## config.mk

```make
export PLATFORM = sky130hd
export DESIGN_NAME = ddspr_regs
export DESIGN_NICKNAME = d
export VERILOG_FILES = /design/src/shared/ddspr_pkg.sv /design/src/hw/ddspr_regs.sv
export SDC_FILE = /design/constraint.sdc
export NUM_CORES = 2
export LEC_CHECK = 0
export BUFFER_PORTS_ARGS = -buffer_cell sky130_fd_sc_hd__buf_2
export CORE_MARGIN = 2
export CORE_UTILIZATION = 60
export DETAILED_ROUTE_END_ITERATION = 6
export GPL_TIMING_DRIVEN = 0
export PLACE_DENSITY_LB_ADDON = 0.3
export SYNTH_ARGS = -nofsm -noshare
export SYNTH_HDL_FRONTEND = slang
export SYNTH_SLANG_ARGS = --single-unit
```

## constraint.sdc

```tcl
create_clock -name i_clk -period 9.3 [get_ports i_clk]
set_input_delay 1.86 -clock i_clk [delete_from_list [all_inputs] [get_ports i_clk]]
set_output_delay 1.86 -clock i_clk [all_outputs]
set_load 0.005 [all_outputs]
```

## src/shared/ddspr_pkg.sv

```systemverilog
// constants for the dds profile and control register bank
package ddspr_pkg;
  localparam logic [4:0]  ADDR_CTRL_ONE    = 5'h00;
  localparam logic [4:0]  ADDR_PROF_SIX    = 5'h0c;
  localparam logic [4:0]  ADDR_PROF_SEVEN  = 5'h0d;
  localparam int          INSTR_BITS       = 8;
  localparam int          INSTR_READ_BIT   = 7;
  localparam logic [6:0]  PROF_BITS        = 7'h40;
  localparam logic [6:0]  CTRL_BITS        = 7'h20;
  localparam int          POW_MSB          = 61;
  localparam int          POW_LSB          = 48;
  localparam int          FTW_MSB          = 47;
  localparam logic [63:0] PROF_MASK        = 64'h3fff_ffff_ffff_ffff;
  localparam logic [63:0] PROF_RESET       = 64'h0000_0000_0000_0000;
  localparam logic [31:0] CTRL_MASK        = 32'h00fc_8000;
  localparam logic [31:0] CTRL_RESET       = 32'h0000_0000;
  localparam int          BIT_UNLOCK       = 24;
  localparam int          BIT_RAMP_RELOAD  = 23;
  localparam int          BIT_FREQ_AUTOCLR = 22;
  localparam int          BIT_PH_AUTOCLR   = 21;
  localparam int          BIT_SINE         = 20;
  localparam int          BIT_FREQ_CLR     = 19;
  localparam int          BIT_PH_CLR       = 18;
  localparam int          BIT_LSB_FIRST    = 15;
  localparam logic [1:0]  SYNC_DIV_LAST    = 2'h3;
  localparam logic [13:0] COS_QUARTER_TURN = 14'h1000;
endpackage : ddspr_pkg

```

## src/hw/ddspr_regs.sv

```systemverilog
// serial-port register bank, sweep timing and accumulators of the dds core
`timescale 1ns/1ns
`default_nettype none
module ddspr_regs (
  input  wire logic        i_clk,
  input  wire logic        i_srst,
  input  wire logic        i_ce,
  input  wire logic        i_sclk,
  input  wire logic        i_csb_n,
  input  wire logic        i_sdio,
  output logic             o_sdio,
  output logic             o_sdio_oe,
  input  wire logic        i_io_update,
  input  wire logic        i_pll_unlock,
  input  wire logic        i_sync_in_mode,
  input  wire logic        i_profile_sel,
  input  wire logic        i_sweep_active,
  input  wire logic [7:0]  i_sweep_ramp_rate,
  input  wire logic [47:0] i_sweep_delta,
  input  wire logic [47:0] i_tuning_word_zero,
  output logic             o_sync_tick,
  output logic [47:0]      o_freq_word,
  output logic [13:0]      o_phase_word,
  output logic             o_unlock
);
  typedef enum logic [1:0] {ST_INSTR = 2'b01, ST_DATA = 2'b10} ddspr_state_t;

  // serial port state
  ddspr_state_t st_q, st_d;
  logic        sclk_q;
  logic [6:0]  cnt_q, cnt_d, width;
  logic [7:0]  ins_q, ins_d, ins_full;
  logic        rd_q, rd_d;
  logic [4:0]  addr_q, addr_d;
  logic [63:0] sh_q, sh_d, rsh_q, rsh_d, wval;
  logic        oe_q, oe_d, so_q, so_d, rdclr;
  logic [63:0] p6b_q, p6b_d, p7b_q, p7b_d;
  logic [31:0] cfb_q, cfb_d;
  logic        lsb1st;
  logic        rise, fall;

  function automatic logic [6:0] width_of(input logic [4:0] a);
    unique case (a)
      ddspr_pkg::ADDR_PROF_SIX, ddspr_pkg::ADDR_PROF_SEVEN: width_of = ddspr_pkg::PROF_BITS;
      ddspr_pkg::ADDR_CTRL_ONE: width_of = ddspr_pkg::CTRL_BITS;
      default: width_of = 7'h00;
    endcase
  endfunction : width_of

  // active registers and core state
  logic [63:0] p6_q, p6_d, p7_q, p7_d;
  logic [31:0] cf_q, cf_d;
  logic        unl_q, unl_d;
  logic [1:0]  div_q, div_d;
  logic        tick;
  logic        fpend_q, fpend_d, ppend_q, ppend_d;
  logic [7:0]  ramp_q, ramp_d;
  logic [47:0] facc_q, facc_d, pacc_q, pacc_d, ftw_now;
  logic [63:0] prof;
  logic [47:0] fw_d;
  logic [13:0] pw_d;

  assign lsb1st = cf_q[ddspr_pkg::BIT_LSB_FIRST];
  assign rise   = i_sclk & ~sclk_q & ~i_csb_n;
  assign fall   = ~i_sclk & sclk_q & ~i_csb_n;
  assign width  = width_of(addr_q);
  assign tick   = (div_q == ddspr_pkg::SYNC_DIV_LAST);

  always_comb begin
    st_d     = st_q;
    cnt_d    = cnt_q;
    ins_d    = ins_q;
    rd_d     = rd_q;
    addr_d   = addr_q;
    sh_d     = sh_q;
    rsh_d    = rsh_q;
    oe_d     = oe_q;
    so_d     = so_q;
    p6b_d    = p6b_q;
    p7b_d    = p7b_q;
    cfb_d    = cfb_q;
    rdclr    = 1'b0;
    ins_full = lsb1st ? {i_sdio, ins_q[7:1]} : {ins_q[6:0], i_sdio};
    wval     = 64'h0;
    if (i_csb_n) begin
      st_d  = ST_INSTR;
      cnt_d = 7'h00;
      oe_d  = 1'b0;
    end else if (rise) begin
      unique case (st_q)
        ST_INSTR: begin
          oe_d  = 1'b0;
          ins_d = ins_full;
          cnt_d = cnt_q + 7'h01;
          if (cnt_q == 7'(ddspr_pkg::INSTR_BITS - 1)) begin
            st_d   = ST_DATA;
            cnt_d  = 7'h00;
            rd_d   = ins_full[ddspr_pkg::INSTR_READ_BIT];
            addr_d = ins_full[4:0];
            unique case (ins_full[4:0])
              ddspr_pkg::ADDR_PROF_SIX:   rsh_d = p6b_q;
              ddspr_pkg::ADDR_PROF_SEVEN: rsh_d = p7b_q;
              ddspr_pkg::ADDR_CTRL_ONE:   rsh_d = {32'h0, cfb_q[31:25], unl_q, cfb_q[23:0]};
              default:                    rsh_d = 64'h0;
            endcase
            rdclr = ins_full[ddspr_pkg::INSTR_READ_BIT]
                    && (ins_full[4:0] == ddspr_pkg::ADDR_CTRL_ONE);
          end
        end
        ST_DATA: begin
          sh_d  = lsb1st ? {i_sdio, sh_q[63:1]} : {sh_q[62:0], i_sdio};
          cnt_d = cnt_q + 7'h01;
          wval  = lsb1st ? (sh_d >> (ddspr_pkg::PROF_BITS - width)) : sh_d;
          if ((cnt_q + 7'h01 == width) || (width == 7'h00)) begin
            st_d  = ST_INSTR;
            cnt_d = 7'h00;
            if (!rd_q) begin
              unique case (addr_q)
                ddspr_pkg::ADDR_PROF_SIX:   p6b_d = wval & ddspr_pkg::PROF_MASK;
                ddspr_pkg::ADDR_PROF_SEVEN: p7b_d = wval & ddspr_pkg::PROF_MASK;
                ddspr_pkg::ADDR_CTRL_ONE:   cfb_d = wval[31:0] & ddspr_pkg::CTRL_MASK;
                default:                    cfb_d = cfb_q;
              endcase
            end
          end
        end
        default: st_d = ST_INSTR;
      endcase
    end else if (fall && st_q == ST_DATA && rd_q && width != 7'h00) begin
      oe_d = 1'b1;
      so_d = lsb1st ? rsh_q[6'(cnt_q)] : rsh_q[6'(width - 7'h01 - cnt_q)];
    end
  end

  always_ff @(posedge i_clk) begin
    if (i_srst) begin
      st_q   <= ST_INSTR;
      sclk_q <= 1'b0;
      cnt_q  <= 7'h00;
      ins_q  <= 8'h00;
      rd_q   <= 1'b0;
      addr_q <= 5'h00;
      sh_q   <= 64'h0;
      rsh_q  <= 64'h0;
      oe_q   <= 1'b0;
      so_q   <= 1'b0;
      p6b_q  <= ddspr_pkg::PROF_RESET;
      p7b_q  <= ddspr_pkg::PROF_RESET;
      cfb_q  <= ddspr_pkg::CTRL_RESET;
    end else if (i_ce) begin
      st_q   <= st_d;
      sclk_q <= i_sclk;
      cnt_q  <= cnt_d;
      ins_q  <= ins_d;
      rd_q   <= rd_d;
      addr_q <= addr_d;
      sh_q   <= sh_d;
      rsh_q  <= rsh_d;
      oe_q   <= oe_d;
      so_q   <= so_d;
      p6b_q  <= p6b_d;
      p7b_q  <= p7b_d;
      cfb_q  <= cfb_d;
    end
  end

  // core: update copy, sync divider, sweep counter, accumulators
  assign prof    = i_profile_sel ? p7_q : p6_q;
  assign ftw_now = (i_sweep_active ? i_tuning_word_zero : prof[ddspr_pkg::FTW_MSB:0])
                   + facc_q;

  always_comb begin
    p6_d    = p6_q;
    p7_d    = p7_q;
    cf_d    = cf_q;
    if (i_io_update) begin
      p6_d = p6b_q;
      p7_d = p7b_q;
      cf_d = cfb_q;
    end
    unl_d   = (unl_q && !rdclr) || (i_pll_unlock && i_sync_in_mode);
    div_d   = div_q + 2'h1;
    fpend_d = (i_io_update && cfb_q[ddspr_pkg::BIT_FREQ_AUTOCLR]) || (fpend_q && !tick);
    ppend_d = (i_io_update && cfb_q[ddspr_pkg::BIT_PH_AUTOCLR]) || (ppend_q && !tick);
    ramp_d  = ramp_q;
    facc_d  = facc_q;
    pacc_d  = pacc_q;
    if (tick) begin
      if (i_sweep_active) begin
        if (ramp_q == 8'h00) begin
          ramp_d = i_sweep_ramp_rate;
          facc_d = facc_q + i_sweep_delta;
        end else begin
          ramp_d = ramp_q - 8'h01;
        end
      end
      pacc_d = pacc_q + ftw_now;
      if (fpend_q) facc_d = 48'h0;
      if (ppend_q) pacc_d = 48'h0;
    end
    if (i_io_update && cfb_q[ddspr_pkg::BIT_RAMP_RELOAD] && i_sweep_active) begin
      ramp_d = i_sweep_ramp_rate;
    end
    if (cf_q[ddspr_pkg::BIT_FREQ_CLR]) facc_d = 48'h0;
    if (cf_q[ddspr_pkg::BIT_PH_CLR]) pacc_d = 48'h0;
    fw_d = ftw_now;
    pw_d = pacc_q[47:34] + prof[ddspr_pkg::POW_MSB:ddspr_pkg::POW_LSB]
           + (cf_q[ddspr_pkg::BIT_SINE] ? 14'h0000 : ddspr_pkg::COS_QUARTER_TURN);
  end

  always_ff @(posedge i_clk) begin
    if (i_srst) begin
      p6_q        <= ddspr_pkg::PROF_RESET;
      p7_q        <= ddspr_pkg::PROF_RESET;
      cf_q        <= ddspr_pkg::CTRL_RESET;
      unl_q       <= 1'b0;
      div_q       <= 2'h0;
      fpend_q     <= 1'b0;
      ppend_q     <= 1'b0;
      ramp_q      <= 8'h00;
      facc_q      <= 48'h0;
      pacc_q      <= 48'h0;
      o_sync_tick <= 1'b0;
      o_freq_word <= 48'h0;
      o_phase_word <= 14'h0;
    end else if (i_ce) begin
      p6_q        <= p6_d;
      p7_q        <= p7_d;
      cf_q        <= cf_d;
      unl_q       <= unl_d;
      div_q       <= div_d;
      fpend_q     <= fpend_d;
      ppend_q     <= ppend_d;
      ramp_q      <= ramp_d;
      facc_q      <= facc_d;
      pacc_q      <= pacc_d;
      o_sync_tick <= tick;
      o_freq_word <= fw_d;
      o_phase_word <= pw_d;
    end
  end

  assign o_sdio    = so_q;
  assign o_sdio_oe = oe_q;
  assign o_unlock  = unl_q;
endmodule : ddspr_regs
`default_nettype wire

```

==> flow_metrics.env <==
export IMPL_grt_start_max_net_pins=18
export IMPL_setup_violations=0
export IMPL_startpoint_type="input pin"
export IMPL_worst_clock_skew_ns=0.0263
export IMPL_ys_ff_latch=583
export IMPL_detail_route_drc_violations=3
export IMPL_period_minus_slack_ns=8.99
export IMPL_slew_viol_final=0
export IMPL_violations="design-rule violations"
export IMPL_die_area_um2=56100
export IMPL_drtIter0Drc=3407
export IMPL_drt_pass1_iterations=7
export IMPL_synthToLayoutAreaGrowth_pct=12.5
export IMPL_clk_latency_ns=0.67
export IMPL_cts_path_max_buffers=3
export IMPL_portBuffers=177
export IMPL_synthTopCellsByArea="dfxtp_1 36%, nand2_1 7.4%, ha_1 6.7%"
export IMPL_yosysTopAreaCell="dfxtp_1"
export IMPL_yosys_warnings=0
export IMPL_cp_end_kind="flip-flop"
export IMPL_postCtsSetupRepairBufs=0
export IMPL_grt_pass1_wl_um=164000
export IMPL_path_class="input pin to flip-flop"
export IMPL_cpMaxStageDelayCell="buf_1"
export IMPL_clk_pin_slew_ns=0.06
export IMPL_synthArstFlopShare_pct=0
export IMPL_via_per_inst=6.26
export IMPL_tightest_slew_ns=1.43
export IMPL_tritoncts="built"
export IMPL_synth_xor_area_share_pct=3.96
export IMPL_die_h_um=237
export IMPL_wl_per_cell_um=21.3
export IMPL_gp_congestion=1.04
export IMPL_fin_crit_sh_pct=96.7
export IMPL_p_leak_nw=15.2
export IMPL_synth_compound_area_share_pct=21.1
export IMPL_fin_util_pct=68.1
export IMPL_h_tree_depth=2
export IMPL_grt_overflow_total=0
export IMPL_grt_pass1_vias=29029
export IMPL_synth_edf_count=0
export IMPL_hold_path_class="flip-flop to flip-flop"
export IMPL_peakVddDrop_mv=0.153
export IMPL_synth_area_um2=32500
export IMPL_rsz0062_at_grt="no"
export IMPL_seq_area_frac_synth_pct=35.9
export IMPL_row_count=85
export IMPL_yosys_area_share_adder_pct=7.04
export IMPL_synthMuxAreaShare_pct=8.66
export IMPL_crit_arrival_ns=9.53
export IMPL_cts_root_buf="clkbuf_16"
export IMPL_crit_buf_inv=2
export IMPL_critical_path_required_ns=9.84
export IMPL_track_usage_pct=37.3
export IMPL_fin_nets=4596
export IMPL_yosys_area_share_simple_pct=19.5
export IMPL_layout_commonest_cell="nand2_1"
export IMPL_core_area_um2=53700
export IMPL_start_util_pct=60.5
export IMPL_path_delay_family="compound AO/OA/AOI/OAI gates"
export IMPL_fin_tns_setup_ns=0
export IMPL_synth_top_family_by_area="compound AO/OA/AOI/OAI gates"
export IMPL_ys_flop_type="dfxtp_1"
export IMPL_drv_cap=0
export IMPL_syn_avg_cell_area_um2=8.00
export IMPL_fmax_mhz=111
export IMPL_synth_distinct_cells=77
export IMPL_critPathMaxStageDelay_ns=0.75
export IMPL_synth_top_area_share_pct=35.9
export IMPL_syn_nets=4356
export IMPL_dpl_hpwl_um=82500
export IMPL_num_vias=31625
export IMPL_cts_num_sinks=583
export IMPL_syn_inst=4061
export IMPL_wl_um=108000
export IMPL_final_hold_viol_count=0
export IMPL_power_density_nw_per_um2=155
export IMPL_cts_resized=1
export IMPL_numCtsBuffers=61
export IMPL_crit_path_max_fanout=10
export IMPL_ctsHoldBuffers=0
export IMPL_io_pins=181
export IMPL_grt_antenna_before_repair=0
export IMPL_antenna_left=0
export IMPL_dieWidth_um=237
export IMPL_status="finished, violations left"
export IMPL_drive_gt1_share_pct=8.75
export IMPL_max_slew_margin_pct=3.89
export IMPL_mostFrequentLayoutCells="639 x nand2_1, 583 x dfxtp_1, 558 x nor2_1, 378 x a21oi_1, 246 x clkbuf_1"
[registers in the layout (all words and copies together), names as in the netlist, 2 cells and up]
name and flops:
st_q 2, facc_q 48, p7b_q 62, cfb_q 7, cnt_q 7, ramp_q 8
p6_q 62, p6b_q 62, cf_q 4, div_q 2, sh_q 64, rsh_q 62
addr_q 5, o_freq_word 48, ins_q 8, p7_q 62, pacc_q 48, o_phase_word 14
[stage by stage]
step | cells | setup slack, ns | cell area, um^2 | total power [mW] | hold WS (ns)
2_1_floorplan | 4061 | 1.62 | 32500 | 2.83 | 0.433
3_3_place_gp | 4934 | -0.750 | 34300 | 2.97 | 0.441
3_5_place_dp | 4935 | -0.742 | 34300 | 2.97 | 0.444
4_1_cts | 5050 | 0.180 | 36600 | 5.66 | 0.453
5_1_grt | 5049 | 0.0596 | 36600 | 5.81 | 0.468
6_report | 5050 | 0.309 | 36600 | 5.68 | 0.452
[path summary, 6_finish.rpt]
check / startpoint / depth (start not counted) / end / slack, ns
min: p6_q[48] / 2 / p6_q[48] / 0.45
max reg2reg: p7_q[7] / 26 / pacc_q[46] / 2.55
min reg2reg: p6_q[48] / 2 / p6_q[48] / 0.45
max: i_profile_sel / 28 / pacc_q[46] / 0.31
[per-layer routing]
metal	GRT usage [%]	vias up	share of wire, %
met3	6.52	353	9.2
met2	59.3	1600	44
met5	0	-	0
met1	47.8	14826	40
li1	-	14846	-
met4	21.9	0	6.4
[cell families after synthesis]
| logic type | after synthesis |
|---|---|
| and+or+nand+nor | 1519 |
| AOI/OAI and AO/OA | 1067 |
| DFF | 583 |
| buffers and inverters | 333 |
| muxes | 232 |
| adders and majority gates | 180 |
| xor gates and xnor gates | 147 |
[worst min-delay path, stage by stage, from the launching register on]
cell and delay (ns):
dfxtp_1 0.31, nand2_1 0.05, a21oi_1 0.05
[cells in the mapped netlist, drive strengths merged, types with 5 or more instances]
| master | number |
|---|---|
| a211o | 8 |
| a21o | 96 |
| nor4 | 7 |
| or2 | 6 |
| or3 | 12 |
| o21a | 11 |
| ha | 175 |
| a22o | 32 |
| fa | 5 |
| a22oi | 115 |
| nor2 | 559 |
| mux2 | 13 |
| xnor2 | 89 |
| nor2b | 30 |
| nand3 | 36 |
| a211oi | 124 |
| o21bai | 21 |
| buf | 39 |
| a32o | 5 |
| o211ai | 9 |
| a311oi | 9 |
| o2111ai | 5 |
| inv | 49 |
| xor2 | 58 |
| and3 | 18 |
| o21ai | 165 |
| dfxtp | 583 |
| a21oi | 380 |
| and2 | 11 |
| mux4 | 38 |
| nand2b | 15 |
| nor3 | 144 |
| clkbuf | 244 |
| a31oi | 23 |
| o2bb2ai | 22 |
| mux2i | 181 |
| nand4 | 23 |
| nand2 | 639 |
[cell type report]
| class | instances | area, um^2 |
|---|---|---|
| well taps | 696 | 871 |
| clock inverters | 37 | 559 |
| plain buffers | 282 | 1070 |
| diodes | 1 | 2.50 |
| repair buffers | 178 | 893 |
| inverters | 50 | 188 |
| fillers | 4495 | 17100 |
| multi-input cells | 3145 | 19600 |
| clock buffers | 78 | 1720 |
| flip-flops and latches | 583 | 11700 |
[where the power goes]
| group | total, mW | switching [mW] | internal [mW] |
|---|---|---|---|
| Sequential | 2.52 | 0.0127 | 2.51 |
| Combinational | 0.404 | 0.276 | 0.128 |
| Clock | 2.75 | 1.11 | 1.65 |
| Total | 5.68 | 1.39 | 4.29 |
(Power assumes the default switching activity.)
